===== config.mk =====
export PLATFORM = sky130hd
export DESIGN_NAME = handler_digital_output_port
export DESIGN_NICKNAME = d
export VERILOG_FILES = /design/src/verilog/handler_digital_output_port.v /design/src/verilog/us_tick_gen.v
export VERILOG_INCLUDE_DIRS = /design/src /design/src/verilog
export SDC_FILE = /design/constraint.sdc
export NUM_CORES = 1
export LEC_CHECK = 0
export ABC_CLOCK_PERIOD_IN_PS = 2800
export BUFFER_PORTS_ARGS = -buffer_cell sky130_fd_sc_hd__buf_2
export CORE_AREA = 2 2 95 133
export DETAILED_ROUTE_END_ITERATION = 10
export DIE_AREA = 0 0 97 135
export GPL_TIMING_DRIVEN = 0
export HOLD_SLACK_MARGIN = 0.02
export PLACE_DENSITY = 0.75
export REMOVE_ABC_BUFFERS = 1
export SYNTH_ARGS = -nofsm -noshare
export SYNTH_HDL_FRONTEND = slang
export SYNTH_SLANG_ARGS = --single-unit

===== constraint.sdc =====
create_clock -name clk_in -period 2.8 [get_ports clk_in]
set_input_delay 0.56 -clock clk_in [delete_from_list [all_inputs] [get_ports clk_in]]
set_output_delay 0.56 -clock clk_in [all_outputs]
set_load 0.02 [all_outputs]

===== src/verilog/handler_port_consts.vh =====
/*
 * Constants for the handler digital output port: register offsets, field
 * positions, reset values and timing figures.
 * Assumes a 50 MHz system clock and a 32-bit APB register bus.
 */
`ifndef HANDLER_PORT_CONSTS_VH
`define HANDLER_PORT_CONSTS_VH

// register byte offsets
`define OFS_CONTROL         8'h00
`define OFS_WIDTH           8'h04
`define OFS_DEFAULT         8'h08
`define OFS_DELAY           8'h0C
`define OFS_COMMAND         8'h10
`define OFS_ACTUAL          8'h14
`define OFS_STATUS          8'h18

// control register fields
`define CTL_FUNC_BIT        0
`define CTL_POL_BIT         1
`define CTL_AUTO_BIT        2

// command register fields
`define CMD_RESTORE_BIT     0

// status register fields
`define STS_PENDING_BIT     0
`define STS_STROBE_BIT      1

// field values
`define FUNC_END_OF_TEST    1'b0
`define FUNC_BUSY           1'b1
`define WIDTH_THREE         3'h3
`define WIDTH_FOUR          3'h4
`define PATTERN_MAX_THREE   4'h7

// reset values
`define RST_FUNC            1'b0
`define RST_POLARITY        1'b1
`define RST_AUTO            1'b1
`define RST_WIDTH           3'h3
`define RST_DEFAULT         4'h0

// timing
`define CLK_FREQ_HZ         50000000
`define US_PER_S            1000000
`define CYCLES_PER_US       (`CLK_FREQ_HZ / `US_PER_S)
`define SKEW_US             26'h000000A
`define DELAY_DEFAULT_US    26'h0000064
`define DELAY_MAX_US        26'h3938700

`endif


===== src/verilog/handler_port_consts_extra.vh =====
/*
 * Additional reset constant for the line drive.
 * Assumes handler_port_consts.vh is included first.
 */
`ifndef HANDLER_PORT_CONSTS_EXTRA_VH
`define HANDLER_PORT_CONSTS_EXTRA_VH
`define RST_DEFAULT_LOW     3'h0
`endif


===== src/verilog/handler_digital_output_port.v =====
/*
 * Handler digital output port: drives four lines toward a component
 * handler, restores a default pattern after a limit test, times the line 4
 * strobe and the skew of lines 1 to 3 around it. APB slave for registers.
 * Assumes test_done_in, test_pattern_in and busy_in come from logic on
 * clk_in, so they are used without synchronisers.
 */
`timescale 1ns/100ps
`include "handler_port_consts.vh"
`include "handler_port_consts_extra.vh"
module handler_digital_output_port #(
    parameter CYCLES_PER_US = `CYCLES_PER_US
) (
    // clock and reset
    input  wire        clk_in,
    input  wire        rst_n_in,
    // apb slave
    input  wire        psel_in,
    input  wire        penable_in,
    input  wire        pwrite_in,
    input  wire [7:0]  paddr_in,
    input  wire [31:0] pwdata_in,
    output reg  [31:0] prdata_out,
    output reg         pready_out,
    output reg         pslverr_out,
    // limit test result
    input  wire        test_done_in,
    input  wire [3:0]  test_pattern_in,
    input  wire        busy_in,
    // handler lines, bit 0 is line 1
    output reg  [3:0]  lines_out
);

    localparam ST_IDLE   = 3'h0;
    localparam ST_LEAD   = 3'h1;
    localparam ST_STROBE = 3'h2;
    localparam ST_TRAIL  = 3'h3;
    localparam ST_HOLD   = 3'h4;

    // settings
    reg         line4_function_select;
    reg         strobe_polarity;
    reg         auto_restore;
    reg  [2:0]  port_width_select;
    reg  [3:0]  default_pattern;
    reg  [25:0] restore_delay_us;

    // sequence state
    reg  [2:0]  state;
    reg  [2:0]  next_state;
    reg  [3:0]  test_pattern;
    reg  [25:0] strobe_us;
    reg  [25:0] elapsed_us;
    reg  [25:0] target_us;
    reg         restart_tick;
    reg  [3:0]  next_lines;
    reg  [31:0] next_prdata;
    reg         next_pslverr;
    reg         strobe_active;
    reg  [3:0]  shown;

    wire        us_tick;
    wire        setup_phase = psel_in && !penable_in;
    wire        wr_commit   = psel_in && penable_in && pready_out && pwrite_in;
    wire        restore_cmd = wr_commit && (paddr_in == `OFS_COMMAND) && pwdata_in[`CMD_RESTORE_BIT];
    wire        step_done   = (elapsed_us == target_us);

    // line 4 is a strobe unless four-line width with end-of-test selected
    function strobe_mode;
        input [2:0] width;
        input       func;
        begin
            strobe_mode = (width == `WIDTH_THREE) || (func == `FUNC_BUSY);
        end
    endfunction

    // a pattern is legal only within the range of the current width
    function pattern_ok;
        input [31:0] value;
        input [2:0]  width;
        begin
            if (value[31:4] != 28'h0000000)
                pattern_ok = 1'b0;
            else if (width == `WIDTH_THREE)
                pattern_ok = (value[3:0] <= `PATTERN_MAX_THREE);
            else
                pattern_ok = 1'b1;
        end
    endfunction

    us_tick_gen #(
        .DIVIDE     (CYCLES_PER_US)
    ) u_tick (
        .clk_in     (clk_in),
        .rst_n_in   (rst_n_in),
        .restart_in (restart_tick),
        .tick_out   (us_tick)
    );

    // settings registers; a rejected write leaves the old value
    always @(posedge clk_in) begin
        if (!rst_n_in) begin
            line4_function_select <= `RST_FUNC;
            strobe_polarity       <= `RST_POLARITY;
            auto_restore          <= `RST_AUTO;
            port_width_select     <= `RST_WIDTH;
            default_pattern       <= `RST_DEFAULT;
            restore_delay_us      <= `DELAY_DEFAULT_US;
        end else if (wr_commit && !pslverr_out) begin
            if (paddr_in == `OFS_CONTROL) begin
                line4_function_select <= pwdata_in[`CTL_FUNC_BIT];
                strobe_polarity       <= pwdata_in[`CTL_POL_BIT];
                auto_restore          <= pwdata_in[`CTL_AUTO_BIT];
            end else if (paddr_in == `OFS_WIDTH) begin
                port_width_select <= pwdata_in[2:0];
                // a wide default that no longer fits three lines is narrowed
                if (pwdata_in[2:0] == `WIDTH_THREE)
                    default_pattern[3] <= 1'b0;
            end else if (paddr_in == `OFS_DEFAULT) begin
                default_pattern <= pwdata_in[3:0];
            end else if (paddr_in == `OFS_DELAY) begin
                restore_delay_us <= pwdata_in[25:0];
            end
        end
    end

    // read data and write checks, computed in the setup phase
    always @* begin
        next_prdata  = 32'h00000000;
        next_pslverr = 1'b0;
        if (paddr_in == `OFS_CONTROL) begin
            next_prdata[`CTL_FUNC_BIT] = line4_function_select;
            next_prdata[`CTL_POL_BIT]  = strobe_polarity;
            next_prdata[`CTL_AUTO_BIT] = auto_restore;
        end else if (paddr_in == `OFS_WIDTH) begin
            next_prdata[2:0] = port_width_select;
            if (pwrite_in && (pwdata_in != {29'h00000000, `WIDTH_THREE})
                          && (pwdata_in != {29'h00000000, `WIDTH_FOUR}))
                next_pslverr = 1'b1;
        end else if (paddr_in == `OFS_DEFAULT) begin
            next_prdata[3:0] = default_pattern;
            if (pwrite_in && !pattern_ok(pwdata_in, port_width_select))
                next_pslverr = 1'b1;
        end else if (paddr_in == `OFS_DELAY) begin
            next_prdata[25:0] = restore_delay_us;
            if (pwrite_in && ((pwdata_in[31:26] != 6'h00) || (pwdata_in[25:0] > `DELAY_MAX_US)))
                next_pslverr = 1'b1;
        end else if (paddr_in == `OFS_COMMAND) begin
            next_prdata = 32'h00000000;
        end else if (paddr_in == `OFS_ACTUAL) begin
            next_prdata[3:0] = lines_out;
            if (pwrite_in)
                next_pslverr = 1'b1;
        end else if (paddr_in == `OFS_STATUS) begin
            next_prdata[`STS_PENDING_BIT] = (state != ST_IDLE);
            next_prdata[`STS_STROBE_BIT]  = strobe_active;
            if (pwrite_in)
                next_pslverr = 1'b1;
        end else begin
            next_pslverr = 1'b1;
        end
    end

    // one access cycle per transfer: pready rises after every setup phase
    always @(posedge clk_in) begin
        if (!rst_n_in) begin
            prdata_out  <= 32'h00000000;
            pready_out  <= 1'b0;
            pslverr_out <= 1'b0;
        end else if (setup_phase) begin
            prdata_out  <= pwrite_in ? 32'h00000000 : next_prdata;
            pready_out  <= 1'b1;
            pslverr_out <= next_pslverr;
        end else begin
            prdata_out  <= 32'h00000000;
            pready_out  <= 1'b0;
            pslverr_out <= 1'b0;
        end
    end

    // which interval the microsecond count is compared against
    always @* begin
        if (state == ST_STROBE)
            target_us = strobe_us;
        else
            target_us = `SKEW_US;
    end

    // sequence: lead skew, strobe, trail skew, then restore or hold
    always @* begin
        next_state   = state;
        restart_tick = 1'b0;
        if (test_done_in) begin
            next_state   = ST_LEAD;
            restart_tick = 1'b1;
        end else if (restore_cmd) begin
            next_state = ST_IDLE;
        end else begin
            case (state)
            ST_LEAD: begin
                if (step_done) begin
                    next_state   = ST_STROBE;
                    restart_tick = 1'b1;
                end
            end
            ST_STROBE: begin
                if (step_done) begin
                    next_state   = ST_TRAIL;
                    restart_tick = 1'b1;
                end
            end
            ST_TRAIL: begin
                if (step_done) begin
                    if (auto_restore)
                        next_state = ST_IDLE;
                    else
                        next_state = ST_HOLD;
                end
            end
            ST_HOLD: begin
                next_state = ST_HOLD;
            end
            default: begin
                next_state = ST_IDLE;
            end
            endcase
        end
    end

    always @(posedge clk_in) begin
        if (!rst_n_in) begin
            state        <= ST_IDLE;
            test_pattern <= 4'h0;
            strobe_us    <= `DELAY_DEFAULT_US;
            elapsed_us   <= 26'h0000000;
        end else begin
            state <= next_state;
            if (test_done_in) begin
                test_pattern <= test_pattern_in;
                // the delay is frozen per test so a rewrite cannot cut a strobe short
                strobe_us    <= restore_delay_us;
            end
            if (restart_tick)
                elapsed_us <= 26'h0000000;
            else if (us_tick && !step_done)
                elapsed_us <= elapsed_us + 26'h0000001;
        end
    end

    // strobe meaning depends on the selected function
    always @* begin
        if (line4_function_select == `FUNC_BUSY)
            strobe_active = busy_in;
        else
            strobe_active = (state == ST_STROBE);
    end

    // line drive: default pattern at rest, test pattern during a sequence
    always @* begin
        if (state == ST_IDLE)
            shown = default_pattern;
        else
            shown = test_pattern;
        next_lines[2:0] = shown[2:0];
        if (strobe_mode(port_width_select, line4_function_select))
            next_lines[3] = strobe_polarity ? strobe_active : !strobe_active;
        else
            next_lines[3] = shown[3];
    end

    always @(posedge clk_in) begin
        if (!rst_n_in)
            lines_out <= {!`RST_POLARITY, `RST_DEFAULT_LOW};
        else
            lines_out <= next_lines;
    end

endmodule


===== src/verilog/us_tick_gen.v =====
/*
 * Microsecond tick generator: a one-cycle pulse every DIVIDE clocks.
 * Assumes restart_in comes from logic on the same clock; a restart makes
 * the next tick a full microsecond away.
 */
`timescale 1ns/100ps
module us_tick_gen #(
    parameter DIVIDE = 50
) (
    // clock and reset
    input  wire       clk_in,
    input  wire       rst_n_in,
    // control
    input  wire       restart_in,
    // tick
    output reg        tick_out
);

    reg  [7:0] count;

    always @(posedge clk_in) begin
        if (!rst_n_in) begin
            count    <= 8'h00;
            tick_out <= 1'b0;
        end else if (restart_in) begin
            count    <= 8'h00;
            tick_out <= 1'b0;
        end else if (count == DIVIDE[7:0] - 8'h01) begin
            count    <= 8'h00;
            tick_out <= 1'b1;
        end else begin
            count    <= count + 8'h01;
            tick_out <= 1'b0;
        end
    end

endmodule


==> summary.md, run 1 <==
| Metric | Value |
|---|---|
| Status | `finished, final reports clean` |
| DP HPWL | `10600 um` |
| Final Hold Violating Endpoints | `0` |
| Gr ovfl total | `0` |
| Worst-margin pin slew | `1.05 ns` |
| Number of vias in the routed layout | `5382` |
| Initial Utilization | `0.540` |
| Slew margin rel. | `0.298` |
| H-tree depth | `4` |
| CP max FO | `32` |
| Top Usage Layer GRT | `met2` |
| Sink Count | `136` |
| GR Util met3 | `0.0518` |
| Post-route cell area | `0.00760 sq mm` |
| Final cycle utilization of the critical path | `0.941` |
| Area grow syn2layout | `19.1%` |
| Yosys warnings | `0` |
| Psw | `1.08 mW` |
| RSZ-0062 raised after global routing | `no` |
| VDD IR max | `416 uV` |
| Skew-Pair Late Insertion Delay | `0.42 ns` |
| Die Ht | `135 um` |
| # rows | `47` |
| Pre-antenna DRT Iters | `4` |
| Root Driver | `clkbuf_16` |
| Die ar. | `0.0131 sq mm` |
| Commonest cells after routing, fill and taps aside | `133 x dfxtp_1, 90 x nand2_1, 82 x buf_2` |
| Unique cell type count in the Yosys netlist | `64` |
| Number of max-cap violations | `0` |
| Initial antenna violation count | `0` |
| Yosys top cell area share | `0.426` |
| Top cells by area, synth | `dfxtp_1 43%, mux2i_1 5.6%, nand2_1 5.3%` |
| CTS max path bufs | `2` |
| Nets | `840` |
| Switching share of power | `0.241` |
| Drt first-iter violations | `240` |
| Final setup viols | `0` |
| Worst endpoint required time | `3.14 ns` |
| Vias per cell | `5.69` |
| ANT cells | `0` |
| Per-cell routed wire length | `16.7 um` |
| Critical Path Max Stage Delay | `0.61 ns` |
| DRT antenna net count | `0` |
| Max Fclk | `0.380 GHz` |
| Sequential power share | `0.438` |
| Share of cells above drive strength 1 | `0.198` |
| Die span in x | `97 um` |
| Routing usage on met1 | `0.278` |
| Type of origin of the critical path | `flop` |
| Non-Filler Instances | `946` |
| Clock Skew | `0.0124 ns` |
| Cells after DPL | `905` |
| Slowest CP cell | `or3_2` |
| CTS Buf Count | `17` |
| Most common cell after layout, fill and taps aside | `dfxtp_1` |
| Detailed-route DRC error count | `0` |
| M2 GR Usage | `0.407` |
| Worst setup EP type | `flop` |
| Final-layout fill cell count | `982` |
| Pint | `3.38 mW` |
| Mapped Area | `0.00639 sq mm` |
| Post-DP Area | `0.00680 sq mm` |
| Largest net degree at the start of global routing | `74` |
| Comb pwr share | `0.039` |
| Global-route wire length before repair | `25100 um` |
| Setup TNS | `0 ns` |
| Hold Crit Class | `input port to flop` |
| Final Util | `0.643` |
| Total Routing Usage GR | `0.235` |
| Ys flop type | `dfxtp_1` |
| CORE AREA | `0.0118 sq mm` |
| Asr flop ratio synth | `0` |
| Synth Area per Inst | `8.93 sq um` |
| Final max-slew violation count | `0` |
| TritonCTS clock tree | `built` |
| # IOs | `89` |
| Worst path arrival time | `2.97 ns` |
| Post-Syn Instances | `715` |
| Register area share after synthesis | `0.426` |
| Port Buffers | `82` |
| Power Density | `586 mW/mm^2` |
| Static Leak | `2.86 nW` |
| Final min period | `2.63 ns` |
| Yosys reg bits | `136` |
| Area leader, netlist | `dfxtp_1` |
| Number of global-route vias before repair | `5280` |
| Routability cong. | `0.883` |
| Post-synth EDFFs | `0` |
| Crit-path cells | `nor4bb_1 > xnor2_1 > nand4_1 > or3_2 > o2111ai_4 > buf_12 > o21ai_0 > a21oi_1` |
| CP Class | `flop to flop` |
| Clock transition at path regs | `0.07 ns` |
| Clock Power Share | `0.522` |
| Final WL | `15800 um` |
-- what timing repair did --
action | 4_1_cts | 5_1_grt
gates cloned | 0 | 3
resized for setup | 10 | 8
pin swaps | 0 | 4
setup buffers | 0 | 6
hold buffers | 0 | 0
endpoints found under the setup margin | 54 | 54
-- power by group through the flow --
stage	registers, mW	clock network [mW]	logic [mW]
detailed placement	2.00	0	0.172
global route	1.96	2.45	0.191
CTS	1.95	2.35	0.172
global placement	2.00	0	0.168
floorplan	2.00	0	0.0763
finish	1.95	2.33	0.176
-- critical path: cells and delay by family (launching register included) --
family / cells / cell delay [ns]
DFF: 1 / 0.45
xor gates and xnor gates: 1 / 0.24
buffers and inverters: 1 / 0.16
and+or+nand+nor: 3 / 1.14
AOI/OAI and AO/OA: 3 / 0.55
-- cell usage after synthesis (all sizes together), types with 4 or more instances --
master / count
nand2: 91
and2: 24
or3: 19
nor3: 12
nor2: 36
nor2b: 33
nor4b: 4
nand4: 22
nand3: 36
or4: 4
nor4: 10
a21boi: 29
mux2i: 36
and3: 4
xor2: 6
nor4bb: 22
dfxtp: 136
o21ai: 24
nand3b: 6
inv: 20
a21oi: 27
clkbuf: 25
xnor2: 33
buf: 19
-- worst paths after layout --
path / slack (ns) / end / startpoint / cells after the start
setup / recovery: 0.17 / elapsed_us[10] / state[0] / 8
hold / removal: 0.37 / restore_delay_us[5] / pwdata_in[5] / 3
setup reg to reg: 0.17 / elapsed_us[10] / state[0] / 8
hold reg to reg: 0.47 / u_tick.count[0] / u_tick.count[0] / 1
-- metrics by stage --
step | setup WS, ns | hold WS [ns] | total power, mW
finish | 0.166 | 0.372 | 4.46
global route | 0.0259 | 0.381 | 4.59
CTS | 0.0624 | 0.370 | 4.48
detailed placement | -1.02 | 0.463 | 2.17
global placement | -0.853 | 0.446 | 2.17
floorplan | -0.139 | 0.432 | 2.07
-- area by class of cell --
type | count | area [sq um] | area share
clock buffer | 17 | 425 | 0.0559
clock inverter | 15 | 201 | 0.0265
multi-input combinational | 523 | 3520 | 0.462
timing repair buffer | 88 | 468 | 0.0615
inverter | 20 | 75.1 | 0.00987
sequential | 136 | 2730 | 0.359
tap | 147 | 184 | 0.0242
-- registers in the layout, summed over array words and instances (netlist names), 3 cells and up --
name               flops
elapsed_us            26
state                  3
strobe_us             26
restore_delay_us      26
port_width_select      3
prdata_out            26
default_pattern        4
test_pattern           4
lines_out              4
u_tick.count           8
-- cell families (layout without fill, tap and decap cells) --
| family | Yosys count | after routing | share of synthesized area |
|---|---|---|---|
| other | 1 | 6 | 0.000587 |
| adders and majority gates | 3 | 3 | 0.00588 |
| muxes | 40 | 40 | 0.0688 |
| AOI/OAI and AO/OA | 99 | 100 | 0.0991 |
| DFF | 136 | 136 | 0.426 |
| xor gates and xnor gates | 39 | 39 | 0.0535 |
| buffers and inverters | 64 | 140 | 0.0439 |
| and+or+nand+nor | 333 | 335 | 0.302 |
-- per-layer routing --
metal,up-vias,wire (um)
met5,-,0
met4,0,665
met3,47,668
met2,171,8090
met1,2508,6390
li1,2656,-
Note: power is estimated with default switching activity, not from simulation.
==> inputs of run 2 (changes only) <==
- ABC_CLOCK_PERIOD_IN_PS: 2800 -> 2600
- clock period: 2.8 -> 2.6 ns (I/O delays scaled with it)
==> run 2 against run 1 <==
  * Critical path type unchanged
  * Via count increased by 3.1%
  * Worst setup slack worse by 0.13 ns
  * Maximum frequency rose by 2.9%
  * Global-route usage is 0.69 points higher
  * Highest routed layer unchanged
  * Clock power up 8.6%
  * Largest power group unchanged
  * Flip-flop and latch count unchanged
  * Clock-buffer cell count unchanged
==> summary.md, run 2 (same netlist as run 1, synthesis figures left out) <==
| Metric | Value |
|---|---|
| Hold Path Origin | `pwdata_in[5]` |
| Final Hold Violating Endpoints | `0 (unchanged)` |
| Slew margin rel. | `0.323 (+0.0250)` |
| Drt first-iter violations | `226 (-5.8%)` |
| Clock Skew | `0.0125 ns (+0.0000795 ns)` |
| RSZ-0062 raised after global routing | `yes` |
| Share of cells above drive strength 1 | `0.231 (+0.0331)` |
| Number of global-route vias before repair | `5375 (+1.8%)` |
| H-tree depth | `4 (unchanged)` |
| Final min period | `2.56 ns (-0.0738 ns)` |
| # rows | `47 (unchanged)` |
| Largest net degree at the start of global routing | `74 (unchanged)` |
| CTS Buf Count | `17 (unchanged)` |
| ANT cells | `0 (unchanged)` |
| Root Driver | `clkbuf_16` |
| Per-cell routed wire length | `17.6 um (+5.5%)` |
| Global-route wire length before repair | `25800 um (+2.6%)` |
| Initial antenna violation count | `0 (unchanged)` |
| Nets | `851 (+1.3%)` |
| Commonest cells after routing, fill and taps aside | `129 x dfxtp_1, 88 x nand2_1, 81 x buf_2` |
| Initial Utilization | `0.540 (unchanged)` |
| Area grow syn2layout | `24.1%` |
| Die span in x | `97 um (unchanged)` |
| Setup TNS | `0 ns (unchanged)` |
| DP HPWL | `10600 um (unchanged)` |
| CP Class | `flop to flop` |
| Final cycle utilization of the critical path | `0.985 (+0.0440)` |
| Static Leak | `2.94 nW (+2.9%)` |
| DRT antenna net count | `0 (unchanged)` |
| TritonCTS clock tree | `built` |
| Number of max-cap violations | `0 (unchanged)` |
| Max Fclk | `0.391 GHz (+2.9%)` |
| Die ar. | `0.0131 sq mm (unchanged)` |
| CORE AREA | `0.0118 sq mm (unchanged)` |
| Vias per cell | `5.80 (+1.9%)` |
| # IOs | `89 (unchanged)` |
| Hold Crit Class | `input port to flop` |
| Worst path arrival time | `2.86 ns (-0.11 ns)` |
| Origin of the worst setup path | `state[0]` |
| Total Routing Usage GR | `0.241 (+0.00689)` |
| Final WL | `16900 um (+6.7%)` |
| Worst endpoint required time | `2.90 ns (-0.24 ns)` |
| Worst-margin pin slew | `1.01 ns (-0.0452 ns)` |
| Clock transition at path regs | `0.07 ns (about the same)` |
| Skew-Pair Late Insertion Delay | `0.42 ns (about the same)` |
| Pre-antenna DRT Iters | `5 (+1)` |
| Number of vias in the routed layout | `5550 (+3.1%)` |
| Most common cell after layout, fill and taps aside | `dfxtp_1` |
| Hold buffers post-CTS | `0 (unchanged)` |
| Status | `finished, final reports clean` |
| Power Density | `610 mW/mm^2 (+4.1%)` |
| Final max-slew violation count | `0 (unchanged)` |
| Final setup viols | `0 (unchanged)` |
| Post-route cell area | `0.00792 sq mm (+4.2%)` |
| Sink Count | `136 (unchanged)` |
| Port Buffers | `82 (unchanged)` |
| Gr ovfl total | `0 (unchanged)` |
| Routability cong. | `0.883 (unchanged)` |
| Die Ht | `135 um (unchanged)` |
| Detailed-route DRC error count | `0 (unchanged)` |
| R2R Path Start | `state[0]` |
| Worst setup EP type | `flop` |
| Hold WS | `0.325 ns (-0.0474 ns)` |
| CTS max path bufs | `2 (unchanged)` |
| Post-DP Area | `0.00680 sq mm (unchanged)` |
| CP max FO | `13 (-59%)` |
| Type of origin of the critical path | `flop` |
| VDD IR max | `452 uV (+8.7%)` |
## run 2: worst paths after layout
check                        endpoint  slack [ns]  cells after the start
setup / recovery       elapsed_us[10]        0.04                      8
hold / removal    restore_delay_us[5]        0.32                      3
hold reg to reg       u_tick.count[0]        0.48                      1
setup reg to reg       elapsed_us[10]        0.04                      8
## run 2: cell type report
| type | count | area [sq um] |
|---|---|---|
| Sequential cell | 136 | 2750 |
| Fill cell | 931 | 3900 |
| Timing Repair Buffer | 97 | 587 |
| Clock buffer | 17 | 425 |
| Clock inverter | 15 | 201 |
| Tap cell | 147 | 184 |
| Multi-Input combinational cell | 525 | 3700 |
| Inverter | 20 | 75.1 |
## run 2: critical path, stage by stage (launching register included)
cell and delay [ns]:
dfxtp_4 0.37, buf_12 0.15, nor4bb_2 0.30, xnor2_1 0.22, nand4_1 0.13, or4_4 0.68
o2111ai_4 0.33, or3_1 0.18, a21oi_1 0.07
## run 2: what timing repair did
item,in CTS,in global routing
buffers inserted,0,15
pin swaps,1,20
gates cloned,2,3
hold endpoints to repair,0,0
resized for setup,16,38
setup endpoints to repair,63,84
## run 2: per-stage QoR
stage          setup WS [ns]  power [mW]  cells   util
2_1_floorplan         -0.339        2.23    676      -
3_3_place_gp           -1.05        2.33    905  0.575
3_5_place_dp           -1.22        2.34    905  0.575
4_1_cts              0.00407        4.83    939  0.637
5_1_grt              -0.0843        4.96    957  0.670
6_report              0.0402        4.83    957  0.670
## run 2: power by group
group	switching, mW	total, mW	leakage, nW	internal [mW]
sequential	0.00798	2.09	1.10	2.09
clock	1.05	2.53	0.308	1.48
combinational	0.126	0.213	1.53	0.0868
total	1.19	4.83	2.94	3.65
## run 2: layer usage
metal  track usage  vias up  wire [um]
li1              -     2703          -
met5             0        -          0
met3        0.0528       40        700
met4         0.121        0        548
met1         0.280     2627       6730
met2         0.420      180       8900
==> inputs of run 3 (changes only) <==
--- a/config.mk
+++ b/config.mk
@@ -7,9 +7,9 @@
 export NUM_CORES = 1
 export LEC_CHECK = 0
-export ABC_CLOCK_PERIOD_IN_PS = 2600
+export ABC_CLOCK_PERIOD_IN_PS = 3200
 export BUFFER_PORTS_ARGS = -buffer_cell sky130_fd_sc_hd__buf_2
-export CORE_AREA = 2 2 95 133
+export CORE_AREA = 4 4 97 135
 export DETAILED_ROUTE_END_ITERATION = 10
-export DIE_AREA = 0 0 97 135
+export DIE_AREA = 0 0 101 139
 export GPL_TIMING_DRIVEN = 0
 export HOLD_SLACK_MARGIN = 0.02
==> constraint.sdc (replaced) <==
create_clock -name clk_in -period 3.2 [get_ports clk_in]
set_input_delay 0.64 -clock clk_in [delete_from_list [all_inputs] [get_ports clk_in]]
set_output_delay 0.64 -clock clk_in [all_outputs]
set_load 0.05 [all_outputs]
==> run 3 against run 2 <==
  * Clock skew down 0.0025 ns
  * Sequential power down 18%
  * Clock power down 25%
  * Combinational power down 23%
  * Utilization down 4.4 points
  * Cell count down 2.1%
  * Die area up 7.2%
  * Highest routed layer unchanged
==> summary.md, run 3 (same netlist as run 1, synthesis figures left out) <==
| Metric | Value |
|---|---|
| Sequential power share | `0.453 (+0.020)` |
| Number of vias in the routed layout | `5329 (-4.0%)` |
| Slew margin rel. | `0.118 (-0.205)` |
| Global-route wire length before repair | `25200 um (-2.4%)` |
| Status | `finished, final reports clean` |
| Power Density | `510 mW/mm^2 (-16%)` |
| Worst endpoint required time | `3.54 ns (+0.64 ns)` |
| Final setup viols | `0 (unchanged)` |
| Hold buffers post-CTS | `0 (unchanged)` |
| Clock Skew | `0.00998 ns (-0.00248 ns)` |
| Skew-Pair Late Insertion Delay | `0.42 ns (about the same)` |
| Setup TNS | `0 ns (unchanged)` |
| DP HPWL | `10900 um (+3.1%)` |
| Worst-margin pin slew | `1.32 ns (+0.311 ns)` |
| Pint | `2.86 mW (-22%)` |
| Routability cong. | `0.878 (-0.50%)` |
| Post-CTS resize count | `5 (-11)` |
| Bufs and invs on worst path | `1 (unchanged)` |
| Port Buffers | `82 (unchanged)` |
| ANT cells | `0 (unchanged)` |
| Setup bufs post-CTS | `0 (unchanged)` |
| Most common cell after layout, fill and taps aside | `dfxtp_1` |
| Critical Path Max Stage Delay | `1.00 ns (+0.32 ns)` |
| # rows | `47 (unchanged)` |
| Cells after DPL | `905 (unchanged)` |
| Gr ovfl total | `0 (unchanged)` |
| CORE AREA | `0.0118 sq mm (unchanged)` |
| Final min period | `2.94 ns` |
| Max Fclk | `0.340 GHz` |
| Die ar. | `0.0140 sq mm (+7.2%)` |
| Final Hold Violating Endpoints | `0 (unchanged)` |
| Non-Filler Instances | `937 (-2.1%)` |
| Per-cell routed wire length | `16.2 um (-8.4%)` |
| TritonCTS clock tree | `built` |
| Sink Count | `136 (unchanged)` |
| RSZ-0062 raised after global routing | `no` |
| Pre-antenna DRT Iters | `4 (-1)` |
| Slowest CP cell | `nor2_1` |
| Clock Power Share | `0.503 (-0.020)` |
| Worst path arrival time | `3.29 ns (+0.43 ns)` |
| VDD IR max | `370 uV (-18%)` |
| Largest net degree at the start of global routing | `74 (unchanged)` |
| Post-route cell area | `0.00740 sq mm (-6.6%)` |
| Type of origin of the critical path | `input port` |
| Detailed-route DRC error count | `0 (unchanged)` |
| Setup WS pre-CTS | `-0.582 ns (+0.634 ns)` |
| Final cycle utilization of the critical path | `0.919` |
| Final Util | `0.626 (-0.0439)` |
| Initial antenna violation count | `0 (unchanged)` |
| Number of max-cap violations | `0 (unchanged)` |
| Hold Crit Class | `input port to flop` |
| Initial Utilization | `0.540 (unchanged)` |
| Worst setup EP type | `flop` |
| Static Leak | `2.78 nW (-5.5%)` |
| Hold WS | `0.463 ns (+0.138 ns)` |
| Vias per cell | `5.69 (-1.9%)` |
| Comb pwr share | `0.044 (about the same)` |
| H-tree depth | `4 (unchanged)` |
| Switching share of power | `0.242 (-0.00306)` |
| Commonest cells after routing, fill and taps aside | `133 x dfxtp_1, 90 x nand2_1, 82 x buf_2` |
| Die span in x | `101 um (+4.1%)` |
| Crit-path cells | `buf_2 > nand3b_1 > or2_1 > nor2_1 > and2_1` |
| CP max FO | `73 (+60)` |
| Power Total | `3.78 mW (-22%)` |
| Post-DP Area | `0.00680 sq mm (unchanged)` |
| Die Ht | `139 um (+3.0%)` |
| Psw | `915 uW (-23%)` |
| Root Driver | `clkbuf_16` |
| Fin worst setup slack | `0.258 ns (+0.218 ns)` |
| Share of cells above drive strength 1 | `0.186 (-0.0448)` |
| Final max-slew violation count | `0 (unchanged)` |
| CTS Buf Count | `17 (unchanged)` |
| # IOs | `89 (unchanged)` |
| Nets | `831 (-2.4%)` |
| Number of global-route vias before repair | `5255 (-2.2%)` |
| Clock transition at path regs | `0.06 ns (about the same)` |
| CP top delay family | `simple AND/OR/NAND/NOR gates` |
| Drt first-iter violations | `230 (+1.8%)` |
| Final WL | `15100 um (-10%)` |
| Area grow syn2layout | `15.9%` |
| DRT antenna net count | `0 (unchanged)` |
| CP Class | `input port to flop` |
| CTS max path bufs | `2 (unchanged)` |
| Total Routing Usage GR | `0.221 (-0.0209)` |
-- run 3: changes by cell type in the layout (fill, tap and decap cells not counted), moves of 5 or more --
cell	before	now
buf_4	8	0
nor4bb_2	5	0
dfxtp_4	6	0
nor4bb_1	13	22
-- run 3: worst min-delay path, cell delays in order --
cell,delay [ns]
buf_2,0.09
nand2_1,0.05
nand3_1,0.07
-- run 3: final timing paths --
| path | slack (ns) | depth (start not counted) | endpoint | start |
|---|---|---|---|---|
| hold / removal | 0.46 | 3 | restore_delay_us[6] | pwdata_in[6] |
| setup / recovery | 0.26 | 5 | prdata_out[22] | rst_n_in |
| hold reg to reg | 0.47 | 1 | u_tick.count[0] | u_tick.count[0] |
| setup reg to reg | 0.33 | 7 | elapsed_us[11] | state[1] |
-- run 3: power groups by stage --
stage          logic [mW]  registers (mW)  clock network (mW)
2_1_floorplan      0.0759            1.75                   0
3_3_place_gp        0.161            1.75                   0
3_5_place_dp        0.163            1.75                   0
4_1_cts             0.164            1.71                1.93
5_1_grt             0.181            1.71                2.01
6_report            0.165            1.71                1.90
-- run 3: cell type report --
cell class	instances	area, sq um
Clock buffer	17	425
Tap cell	147	184
Fill cell	986	4420
Multi-Input combinational cell	520	3430
Sequential cell	136	2730
Timing Repair Buffer	82	410
Clock inverter	15	154
Inverter	20	75.1
-- run 3: routing by layer --
metal | global-route usage | up-vias | part of all wire | routed length [um]
met5 | 0 | - | 0 | 0
met4 | 0.103 | 0 | 0.032 | 483
met3 | 0.0443 | 37 | 0.042 | 641
met2 | 0.375 | 145 | 0.51 | 7800
met1 | 0.263 | 2519 | 0.41 | 6220
li1 | - | 2628 | - | -
